File: src/verilog/vprio_defs.vh
// Constants for the virtual priority filter and running level block.
`ifndef VPRIO_DEFS_VH
`define VPRIO_DEFS_VH
// System register encoding fields.
`define ENC_OP0_SYS        2'h3
`define ENC_OP1_EL1        3'h0
`define FILT_CRN           4'h4
`define FILT_CRM           4'h6
`define FILT_OP2           3'h0
`define RUN_CRN            4'hc
`define RUN_CRM            4'hb
`define RUN_OP2            3'h3
// Field layout and reset values.
`define PRIO_MSB           7
`define PRIO_W             8
`define FILT_RESET         8'h00
`define IDLE_PRIO          8'hff
`define RSVD_ZERO          24'h000000
`endif

File: src/verilog/virtual_priority_mask_running.v
// Virtual priority filter and running level registers with routing and traps.
`timescale 1ns/1ps
`include "vprio_defs.vh"

module virtual_priority_mask_running #(
   parameter PRIO_BITS = 8
) (
   input  wire        i_mclk,
   input  wire        i_sys_rst,
   // System register access port from the core.
   input  wire        i_acc_valid,
   input  wire        i_acc_write,
   input  wire [1:0]  i_acc_op0,
   input  wire [2:0]  i_acc_op1,
   input  wire [3:0]  i_acc_crn,
   input  wire [3:0]  i_acc_crm,
   input  wire [2:0]  i_acc_op2,
   input  wire [31:0] i_acc_wdata,
   input  wire        i_acc_ns_el1,
   // Control bits from the surrounding configuration registers.
   input  wire        i_fast_irq_route_override,
   input  wire        i_normal_irq_route_override,
   input  wire        i_sysreg_access_enable,
   input  wire        i_common_trap_control,
   // Priority state of the virtual interface.
   input  wire        i_pend_valid,
   input  wire [7:0]  i_pend_prio,
   input  wire        i_active_valid,
   input  wire [7:0]  i_active_prio,
   // Answers.
   output reg  [31:0] o_acc_rdata,
   output reg         o_acc_done,
   output reg         o_trap_el1,
   output reg         o_trap_el2,
   output reg         o_phys_filter_sel,
   output reg         o_phys_running_sel,
   output wire        o_virq_signal
);

   // ------------------------------------------------------------
   // Priority masking helpers
   // ------------------------------------------------------------
   localparam [7:0] IMPL_MASK = 8'hff << (8 - PRIO_BITS);

   function [7:0] impl_bits;
      input [7:0] v;
      begin
         impl_bits = v & IMPL_MASK;
      end
   endfunction

   reg  [7:0] filter;
   wire       hit_filter;
   wire       hit_running;
   wire       routed_virtual;
   wire       filt_legal;
   wire       run_legal;
   reg  [7:0] next_filter;
   wire [7:0] group_prio;
   wire [7:0] running_level;

   // ------------------------------------------------------------
   // Decode and routing
   // ------------------------------------------------------------
   assign hit_filter  = i_acc_op0 == `ENC_OP0_SYS && i_acc_op1 == `ENC_OP1_EL1 &&
                        i_acc_crn == `FILT_CRN && i_acc_crm == `FILT_CRM &&
                        i_acc_op2 == `FILT_OP2;
   assign hit_running = i_acc_op0 == `ENC_OP0_SYS && i_acc_op1 == `ENC_OP1_EL1 &&
                        i_acc_crn == `RUN_CRN && i_acc_crm == `RUN_CRM &&
                        i_acc_op2 == `RUN_OP2;
   assign routed_virtual = i_fast_irq_route_override | i_normal_irq_route_override;
   assign filt_legal = i_acc_valid && i_acc_ns_el1 && hit_filter && routed_virtual;
   // The running level is read-only; a write to its encoding is not claimed here.
   assign run_legal  = i_acc_valid && i_acc_ns_el1 && hit_running && routed_virtual &&
                       !i_acc_write;

   // ------------------------------------------------------------
   // Running level
   // ------------------------------------------------------------
   // Clearing bit 0 while a priority is active hides how many priority bits exist; idle reads 8'hff.
   assign group_prio    = impl_bits(i_active_prio) & 8'hfe;
   assign running_level = i_active_valid ? group_prio : `IDLE_PRIO;

   // Signalling uses the stored filter, so a write reaches it only at the clock edge that accepts the write.
   assign o_virq_signal = i_pend_valid && (impl_bits(i_pend_prio) < filter);

   // ------------------------------------------------------------
   // Filter register
   // ------------------------------------------------------------
   always @* begin
      next_filter = filter;
      if (filt_legal && i_acc_write && i_sysreg_access_enable && !i_common_trap_control) begin
         next_filter = impl_bits(i_acc_wdata[`PRIO_MSB:0]);
      end
   end

   always @(posedge i_mclk) begin
      if (i_sys_rst) begin
         filter <= `FILT_RESET;
      end else begin
         filter <= next_filter;
      end
   end

   // ------------------------------------------------------------
   // Access answer
   // ------------------------------------------------------------
   always @(posedge i_mclk) begin
      if (i_sys_rst) begin
         o_acc_rdata        <= 32'h00000000;
         o_acc_done         <= 1'b0;
         o_trap_el1         <= 1'b0;
         o_trap_el2         <= 1'b0;
         o_phys_filter_sel  <= 1'b0;
         o_phys_running_sel <= 1'b0;
      end else begin
         o_acc_rdata        <= 32'h00000000;
         o_acc_done         <= 1'b0;
         o_trap_el1         <= 1'b0;
         o_trap_el2         <= 1'b0;
         o_phys_filter_sel  <= i_acc_valid && i_acc_ns_el1 && hit_filter &&
                               !routed_virtual;
         o_phys_running_sel <= i_acc_valid && i_acc_ns_el1 && hit_running &&
                               !routed_virtual;
         if (filt_legal || run_legal) begin
            if (!i_sysreg_access_enable) begin
               o_trap_el1 <= 1'b1;
            end else if (i_common_trap_control) begin
               o_trap_el2 <= 1'b1;
            end else begin
               o_acc_done <= 1'b1;
               if (filt_legal && !i_acc_write) begin
                  o_acc_rdata <= {`RSVD_ZERO, filter};
               end else if (run_legal) begin
                  o_acc_rdata <= {`RSVD_ZERO, running_level};
               end
            end
         end
      end
   end

endmodule // virtual_priority_mask_running

File: config.mk
export PLATFORM = sky130hd
export DESIGN_NAME = virtual_priority_mask_running
export DESIGN_NICKNAME = d
export VERILOG_FILES = /design/src/verilog/virtual_priority_mask_running.v
export VERILOG_INCLUDE_DIRS = /design/src /design/src/verilog
export SDC_FILE = /design/constraint.sdc
export NUM_CORES = 1
export LEC_CHECK = 0
export ABC_AREA = 1
export BUFFER_PORTS_ARGS = -buffer_cell sky130_fd_sc_hd__buf_2
export CORE_MARGIN = 5
export CORE_UTILIZATION = 35
export DETAILED_ROUTE_END_ITERATION = 8
export GPL_ROUTABILITY_DRIVEN = 0
export PLACE_DENSITY = 0.77
export SYNTH_ARGS = -nofsm -noshare
export SYNTH_HDL_FRONTEND = slang
export SYNTH_SLANG_ARGS = --single-unit
File: constraint.sdc
create_clock -name i_mclk -period 1.8 [get_ports i_mclk]
set_input_delay 0.54 -clock i_mclk [delete_from_list [all_inputs] [get_ports i_mclk]]
set_output_delay 0.54 -clock i_mclk [all_outputs]
set_load 0.01 [all_outputs]
==> flow_results.xml, run 1 <==
<?xml version="1.0" encoding="UTF-8"?>
<metrics>
  <group name="worst_setup_path">
    <metric name="worstSetupStartpointType" unit="">input port</metric>
    <metric name="path_delay_family" unit="">simple AND/OR/NAND/NOR gates</metric>
    <metric name="crit_path_top_delay_cell" unit="">sky130_fd_sc_hd__ha_1</metric>
    <metric name="worst_setup_path_type" unit="">in -&gt; out</metric>
    <metric name="worstPathBufferInverterCount" unit="">2</metric>
    <metric name="worst-endpoint-arrival" unit="ns">1.51</metric>
    <metric name="cpMostUsedCell" unit="">sky130_fd_sc_hd__buf_2</metric>
    <metric name="cp.required" unit="ns">1.26</metric>
    <metric name="crit_chain" unit="">buf_2, ha_1, o21ai_0, nand2_1, nand3_1, a21oi_1, nor3b_2, buf_2</metric>
    <metric name="critPathMaxStageDelay" unit="ns">0.27</metric>
    <metric name="regToRegSetupSlack" unit="ns">1.02</metric>
    <metric name="crit_path_max_fanout" unit="">1</metric>
    <metric name="critPathCaptureType" unit="">output port</metric>
  </group>
  <group name="routing">
    <metric name="route.met3.wl" unit="um">289</metric>
    <metric name="detailedRoute.firstIterationViolations" unit="">40</metric>
    <metric name="route.detailed.drc" unit="">0</metric>
    <metric name="vias" unit="">1326</metric>
    <metric name="final_antenna_net_count" unit="">0</metric>
    <metric name="dr.max_layer_used" unit="">met4</metric>
    <metric name="routed_wire_length_per_instance" unit="um">9.818</metric>
    <metric name="postRouteWirelength" unit="um">3191</metric>
    <metric name="detailedRoute.firstPassIterationCount" unit="">5</metric>
    <metric name="avgViaCountPerCell" unit="">4.080</metric>
    <metric name="wl_met1" unit="um">1243</metric>
    <metric name="dr_wl_met2" unit="um">1601</metric>
  </group>
  <group name="timing">
    <metric name="timing_hold_violations_final" unit="">0</metric>
    <metric name="final-setup-viol-count" unit="">1</metric>
    <metric name="min_cycle_time_layout" unit="ns">2.055</metric>
    <metric name="fin_hold_ws" unit="ns">0.4567</metric>
    <metric name="clock_skew" unit="ns">0.003991</metric>
    <metric name="tns" unit="ns">-0.2549</metric>
    <metric name="final-max-slew-violation-count" unit="">0</metric>
    <metric name="final_critical_path_setup_slack" unit="ns">-0.2549</metric>
    <metric name="rsz_0062_raised_after_global_routing" unit="">yes</metric>
    <metric name="max_clock_freq" unit="GHz">0.4866</metric>
    <metric name="post-route-period-util" unit="%">114.2</metric>
  </group>
  <group name="logic_synthesis">
    <metric name="yosys_warnings" unit="">0</metric>
    <metric name="netlist.area_leader.share" unit="%">31.28</metric>
    <metric name="postSynth.topFlopCell" unit="">sky130_fd_sc_hd__dfxtp_1</metric>
    <metric name="synth.lib_cells_used.distinct" unit="">23</metric>
    <metric name="synthTopCellsByCount" unit="">sky130_fd_sc_hd__nor2_1 (67), sky130_fd_sc_hd__nand2_1 (36), sky130_fd_sc_hd__buf_4 (24), sky130_fd_sc_hd__inv_1 (24), sky130_fd_sc_hd__dfxtp_1 (21)</metric>
    <metric name="syn-mean-instance-area" unit="um^2">6.620</metric>
    <metric name="synth_edf_count" unit="">0</metric>
    <metric name="synth.area.top_cells" unit="">sky130_fd_sc_hd__dfxtp_1 (31%), sky130_fd_sc_hd__nor2_1 (19%), sky130_fd_sc_hd__buf_4 (13%), sky130_fd_sc_hd__nand2_1 (10%), sky130_fd_sc_hd__inv_1 (6.7%)</metric>
    <metric name="top_count_cell_post_synth" unit="">sky130_fd_sc_hd__nor2_1</metric>
    <metric name="post_synth_inst_count" unit="">203</metric>
    <metric name="postSynthRegisterBits" unit="">21</metric>
    <metric name="synthesis.area" unit="um^2">1344</metric>
    <metric name="synth-seq-area-share" unit="%">31.28</metric>
    <metric name="synthDominantAreaCellType" unit="">sky130_fd_sc_hd__dfxtp_1</metric>
    <metric name="asr_flop_ratio_synth" unit="%">0</metric>
  </group>
  <group name="floorplan">
    <metric name="core_area" unit="um^2">3689</metric>
    <metric name="core.rowCount" unit="">22</metric>
    <metric name="die_area" unit="um^2">5178</metric>
    <metric name="initial_core_util" unit="%">36.43</metric>
    <metric name="die_h" unit="um">71.96</metric>
    <metric name="chip_width" unit="um">71.96</metric>
    <metric name="boundaryPins" unit="">113</metric>
  </group>
  <group name="global_route">
    <metric name="antenna_found_initial" unit="">0</metric>
    <metric name="global_route_wire_length_before_repair" unit="um">4857</metric>
    <metric name="largest_net_degree_at_the_start_of_global_routing" unit="">17</metric>
    <metric name="groute.usage.overall" unit="%">11.76</metric>
    <metric name="grt-ovfl-total" unit="">0</metric>
    <metric name="number_of_global_route_vias_before_repair" unit="">1169</metric>
  </group>
  <group name="clock_tree">
    <metric name="clk_path_buf_depth" unit="">2</metric>
    <metric name="clock-root-buffer" unit="">sky130_fd_sc_hd__clkbuf_8</metric>
    <metric name="worst_setup_hold_path_clk_slew" unit="ns">0.07</metric>
    <metric name="number_of_clock_sinks_seen_by_cts" unit="">21</metric>
    <metric name="tritoncts_clock_tree" unit="">yes</metric>
    <metric name="worstSkewPairLatency" unit="ns">0.26</metric>
    <metric name="h-tree-depth" unit="">1</metric>
    <metric name="cts_buf_count" unit="">3</metric>
  </group>
  <group name="power_and_ir_drop">
    <metric name="irDropWorstVdd" unit="V">0.0002374</metric>
    <metric name="powerDensity" unit="nW/um^2">517.6</metric>
    <metric name="leakagePower" unit="nW">1.004</metric>
  </group>
  <group name="status">
    <metric name="outcome" unit="">finished, violations left</metric>
    <metric name="violations" unit="">setup timing</metric>
  </group>
  <group name="finish">
    <metric name="stdcell_area" unit="um^2">1799</metric>
    <metric name="area_growth_syn_to_layout" unit="%">33.89</metric>
    <metric name="final_core_utilization" unit="%">48.78</metric>
    <metric name="num_antenna_cells" unit="">0</metric>
    <metric name="layout_cell_share_with_drive_strength_beyond_1" unit="%">32.85</metric>
    <metric name="final_nets" unit="">360</metric>
    <metric name="final_cells" unit="">325</metric>
  </group>
  <group name="placed_design">
    <metric name="placed_area" unit="um^2">1708</metric>
    <metric name="place.detailed.instances" unit="">320</metric>
    <metric name="port-buffer-count" unit="">63</metric>
    <metric name="detailed_place_hpwl" unit="um">2623</metric>
  </group>
  <group name="hold_path">
    <metric name="worst_hold_path_type" unit="">in -&gt; reg</metric>
  </group>
  <group name="run">
    <metric name="drv_cap" unit="">0</metric>
  </group>
</metrics>
routing by layer:
layer / global-route usage [%] / vias up
met3: 2.216 / 5
li1: - / 715
met4: 5.010 / 0
met5: 0 / -
met1: 13.11 / 559
met2: 21.63 / 47
report_power, final:
| group | leakage (nW) | switching (mW) | total (mW) | internal [mW] |
|---|---|---|---|---|
| clock | 0.0228 | 0.157 | 0.315 | 0.158 |
| sequential | 0.170 | 0.0000000703 | 0.464 | 0.464 |
| combinational | 0.812 | 0.0824 | 0.153 | 0.0701 |
| total | 1.00 | 0.239 | 0.931 | 0.692 |
worst paths after layout:
path                                              from  cells after the start                         to
worst max-delay path                    i_pend_prio[1]                      8              o_virq_signal
worst min-delay path            i_sysreg_access_enable                      2      o_trap_el1$_SDFF_PP0_
worst max register to register  filter[6]$_SDFFE_PP0P_                      5  o_acc_rdata[6]$_SDFF_PP0_
worst min register to register  filter[0]$_SDFFE_PP0P_                      4     filter[0]$_SDFFE_PP0P_
cell usage in the layout, fill, tap and decap left out, types with 2 or more instances in the layout:
master	instances
sky130_fd_sc_hd__ha_1	2
sky130_fd_sc_hd__conb_1	24
sky130_fd_sc_hd__nor3_1	2
sky130_fd_sc_hd__a21oi_2	2
sky130_fd_sc_hd__ha_4	4
sky130_fd_sc_hd__nand4_1	3
sky130_fd_sc_hd__inv_1	23
sky130_fd_sc_hd__nand2_1	36
sky130_fd_sc_hd__buf_4	9
sky130_fd_sc_hd__dfxtp_1	20
sky130_fd_sc_hd__nand3_1	3
sky130_fd_sc_hd__nor2_1	67
sky130_fd_sc_hd__buf_2	62
sky130_fd_sc_hd__clkbuf_8	3
layout make-up:
cell class | count | area (um^2)
Sequential cell | 21 | 421.7
Multi-Input combinational cell | 155 | 789.5
Fill cell | 380 | 1889
Timing Repair Buffer | 72 | 389.1
Inverter | 25 | 93.84
Clock buffer | 4 | 45.04
Tap cell | 48 | 60.06
sequential cells by signal, summed over array words and instances, names as in the netlist:
name,count
filter,8
o_acc_rdata,8
o_phys_running_sel,1
o_acc_done,1
o_phys_filter_sel,1
o_trap_el2,1
o_trap_el1,1
stage by stage:
step | power [mW] | setup slack, ns
6_report | 0.9313 | -0.2549
5_1_grt | 0.9752 | -0.3560
2_1_floorplan | 0.5850 | -0.03592
3_3_place_gp | 0.6114 | -0.2854
4_1_cts | 0.9276 | -0.2628
3_5_place_dp | 0.6163 | -0.2795
cells by family (layout without fill, tap and decap cells):
| logic type | Yosys count | in the layout | synth area share [%] |
|---|---|---|---|
| other | 1 | 24 | 0.2791 |
| buffers and inverters | 50 | 101 | 21.23 |
| AO/OA/AOI/OAI | 5 | 5 | 2.048 |
| AND/OR/NAND/NOR | 119 | 119 | 38.64 |
| adder cells (fa/ha/maj) | 7 | 7 | 6.517 |
| flip-flops | 21 | 21 | 31.28 |
what timing repair did:
item | CTS | global route
pin swaps | 3 | 1
hold endpoints to repair | 0 | 0
gates resized for setup | 7 | 0
hold buffers | 0 | 0
setup endpoints to repair | 1 | 1
cloned | 0 | 0
setup buffers | 1 | 0
No activity file was read; power rests on OpenSTA's default activity.
==> inputs of run 2 (changes only) <==
PLACE_DENSITY = 0.81   (was 0.77)
==> run 2 against run 1 <==
The run still ends with setup timing left. Core utilization decreased by 0.14 points. Fmax decreased by 0.31%. Critical path depth down 1. Register-to-register slack is essentially flat. Via count down 1.6%. First-iteration DRC count increased by 73%. Clock-buffer cell count unchanged. Sequential power hardly changed. Critical path type is now reg -> out. Non-clock buffer count down 2. Largest cell class unchanged.
==> flow_results.xml, run 2 (synthesis results as in run 1) <==
<?xml version="1.0" encoding="UTF-8"?>
<metrics>
  <group name="worst_setup_path">
    <metric name="cp.required" unit="ns">1.26</metric>
    <metric name="crit_path_start" unit="">filter[5]$_SDFFE_PP0P_</metric>
    <metric name="regToRegStartpoint" unit="">filter[6]$_SDFFE_PP0P_</metric>
    <metric name="worst_setup_path_type" unit="">reg -&gt; out</metric>
    <metric name="critPathCaptureType" unit="">output port</metric>
    <metric name="worst-endpoint-arrival" unit="ns">1.52</metric>
    <metric name="worstSetupStartpointType" unit="">flop</metric>
    <metric name="crit_path_max_fanout" unit="">2</metric>
  </group>
  <group name="routing">
    <metric name="detailedRoute.firstIterationViolations" unit="">69</metric>
    <metric name="vias" unit="">1305</metric>
    <metric name="final_antenna_net_count" unit="">0</metric>
    <metric name="routed_wire_length_per_instance" unit="um">9.743</metric>
    <metric name="avgViaCountPerCell" unit="">4.040</metric>
    <metric name="postRouteWirelength" unit="um">3147</metric>
    <metric name="detailedRoute.firstPassIterationCount" unit="">4</metric>
    <metric name="route.detailed.drc" unit="">0</metric>
  </group>
  <group name="global_route">
    <metric name="number_of_global_route_vias_before_repair" unit="">1194</metric>
    <metric name="groute.usage.overall" unit="%">11.63</metric>
    <metric name="antenna_found_initial" unit="">0</metric>
    <metric name="grt-ovfl-total" unit="">0</metric>
    <metric name="global_route_wire_length_before_repair" unit="um">4864</metric>
    <metric name="largest_net_degree_at_the_start_of_global_routing" unit="">17</metric>
  </group>
  <group name="placed_design">
    <metric name="placed_area" unit="um^2">1700</metric>
    <metric name="detailed_place_hpwl" unit="um">2609</metric>
    <metric name="port-buffer-count" unit="">63</metric>
  </group>
  <group name="finish">
    <metric name="fillCellCount" unit="">391</metric>
    <metric name="leading_cell_types_in_the_layout_fill_and_taps_excluded" unit="">sky130_fd_sc_hd__nor2_1 (67), sky130_fd_sc_hd__buf_2 (62), sky130_fd_sc_hd__nand2_1 (36), sky130_fd_sc_hd__conb_1 (24), sky130_fd_sc_hd__inv_1 (22)</metric>
    <metric name="stdcell_area" unit="um^2">1794</metric>
    <metric name="regArea" unit="um^2">422.9</metric>
    <metric name="layout_cell_share_with_drive_strength_beyond_1" unit="%">33.82</metric>
    <metric name="final_nets" unit="">358</metric>
    <metric name="multi_input_area" unit="um^2">798.3</metric>
    <metric name="mostFrequentLayoutCell" unit="">sky130_fd_sc_hd__nor2_1</metric>
    <metric name="area_growth_syn_to_layout" unit="%">33.52</metric>
    <metric name="largestRegisters" unit="">filter (8), o_acc_rdata (8)</metric>
    <metric name="num_antenna_cells" unit="">0</metric>
  </group>
  <group name="floorplan">
    <metric name="die_h" unit="um">71.96</metric>
    <metric name="core_area" unit="um^2">3689</metric>
    <metric name="core.rowCount" unit="">22</metric>
    <metric name="initial_core_util" unit="%">36.43</metric>
    <metric name="die_area" unit="um^2">5178</metric>
    <metric name="chip_width" unit="um">71.96</metric>
    <metric name="boundaryPins" unit="">113</metric>
  </group>
  <group name="clock_tree">
    <metric name="tritoncts_clock_tree" unit="">yes</metric>
    <metric name="number_of_clock_sinks_seen_by_cts" unit="">21</metric>
    <metric name="postCtsSetupBuffers" unit="">0</metric>
    <metric name="worst_setup_hold_path_clk_slew" unit="ns">0.07</metric>
    <metric name="cts_buf_count" unit="">3</metric>
    <metric name="clk_path_buf_depth" unit="">2</metric>
    <metric name="h-tree-depth" unit="">1</metric>
    <metric name="post_cts_hold_buffer_count" unit="">0</metric>
    <metric name="clock-root-buffer" unit="">sky130_fd_sc_hd__clkbuf_8</metric>
    <metric name="worstSkewPairLatency" unit="ns">0.25</metric>
  </group>
  <group name="timing">
    <metric name="final-setup-viol-count" unit="">1</metric>
    <metric name="final-max-slew-violation-count" unit="">0</metric>
    <metric name="clock_skew" unit="ns">0.0005352</metric>
    <metric name="final_critical_path_setup_slack" unit="ns">-0.2613</metric>
    <metric name="rsz_0062_raised_after_global_routing" unit="">yes</metric>
    <metric name="max_clock_freq" unit="GHz">0.4851</metric>
    <metric name="timing_hold_violations_final" unit="">0</metric>
    <metric name="min_cycle_time_layout" unit="ns">2.061</metric>
    <metric name="tns" unit="ns">-0.2613</metric>
    <metric name="post-route-period-util" unit="%">114.5</metric>
  </group>
  <group name="power_and_ir_drop">
    <metric name="irDropWorstVdd" unit="V">0.0002265</metric>
    <metric name="powerDensity" unit="nW/um^2">509.9</metric>
    <metric name="leakagePower" unit="nW">0.9972</metric>
  </group>
  <group name="run">
    <metric name="drv_cap" unit="">0</metric>
  </group>
  <group name="hold_path">
    <metric name="hold_sp" unit="">i_sysreg_access_enable</metric>
    <metric name="worst_hold_path_type" unit="">in -&gt; reg</metric>
  </group>
  <group name="status">
    <metric name="outcome" unit="">finished, violations left</metric>
    <metric name="violations" unit="">setup timing</metric>
  </group>
</metrics>
[run 2: metal layers]
metal	track usage [%]	share of wire (%)
met3	2.632	9.0
met2	21.33	53
met1	12.90	36
met4	4.593	2.1
met5	0	0
[run 2: area by class of cell]
type	count	area share, %
tap	48	3.347
multi-input combinational	155	44.49
clock buffer	4	2.510
timing repair buffer	70	20.85
inverter	25	5.230
sequential	21	23.57
[run 2: worst max-delay path, stage by stage, from the launching register on]
cell                       delay, ns
sky130_fd_sc_hd__dfxtp_2        0.32
sky130_fd_sc_hd__inv_2          0.04
sky130_fd_sc_hd__ha_4           0.24
sky130_fd_sc_hd__a21oi_2        0.14
sky130_fd_sc_hd__nor2_1         0.05
sky130_fd_sc_hd__a211oi_1       0.15
sky130_fd_sc_hd__nor3b_2        0.17
sky130_fd_sc_hd__buf_2          0.14
[run 2: power by group]
part | leakage [nW] | internal, mW | switching (mW)
Sequential | 0.170 | 0.464 | 0.0000000787
Combinational | 0.804 | 0.0698 | 0.0839
Clock | 0.0228 | 0.157 | 0.140
[run 2: metrics by stage]
stage / utilization [%] / hold slack [ns] / std cells / setup WS, ns / power, mW
2_1_floorplan: - / 0.5097 / 226 / -0.03592 / 0.5850
3_3_place_gp: 46.10 / 0.5425 / 319 / -0.2719 / 0.6107
3_5_place_dp: 46.10 / 0.5446 / 319 / -0.2853 / 0.6159
4_1_cts: 48.03 / 0.4758 / 323 / -0.2679 / 0.9158
5_1_grt: 48.64 / 0.4717 / 323 / -0.3697 / 0.9587
6_report: 48.64 / 0.4759 / 323 / -0.2613 / 0.9149
[run 2: final timing paths]
path | end | slack, ns | depth (start not counted)
max | o_virq_signal | -0.26 | 7
min | o_trap_el1$_SDFF_PP0_ | 0.48 | 2
max reg2reg | o_acc_rdata[6]$_SDFF_PP0_ | 1.01 | 5
min reg2reg | filter[1]$_SDFFE_PP0P_ | 0.54 | 4
[run 2: what timing repair did]
action | in CTS | in global routing
setup endpoints to repair | 1 | 1
hold endpoints to repair | 0 | 0
gates resized for setup | 6 | 6
pin swaps | 3 | 6
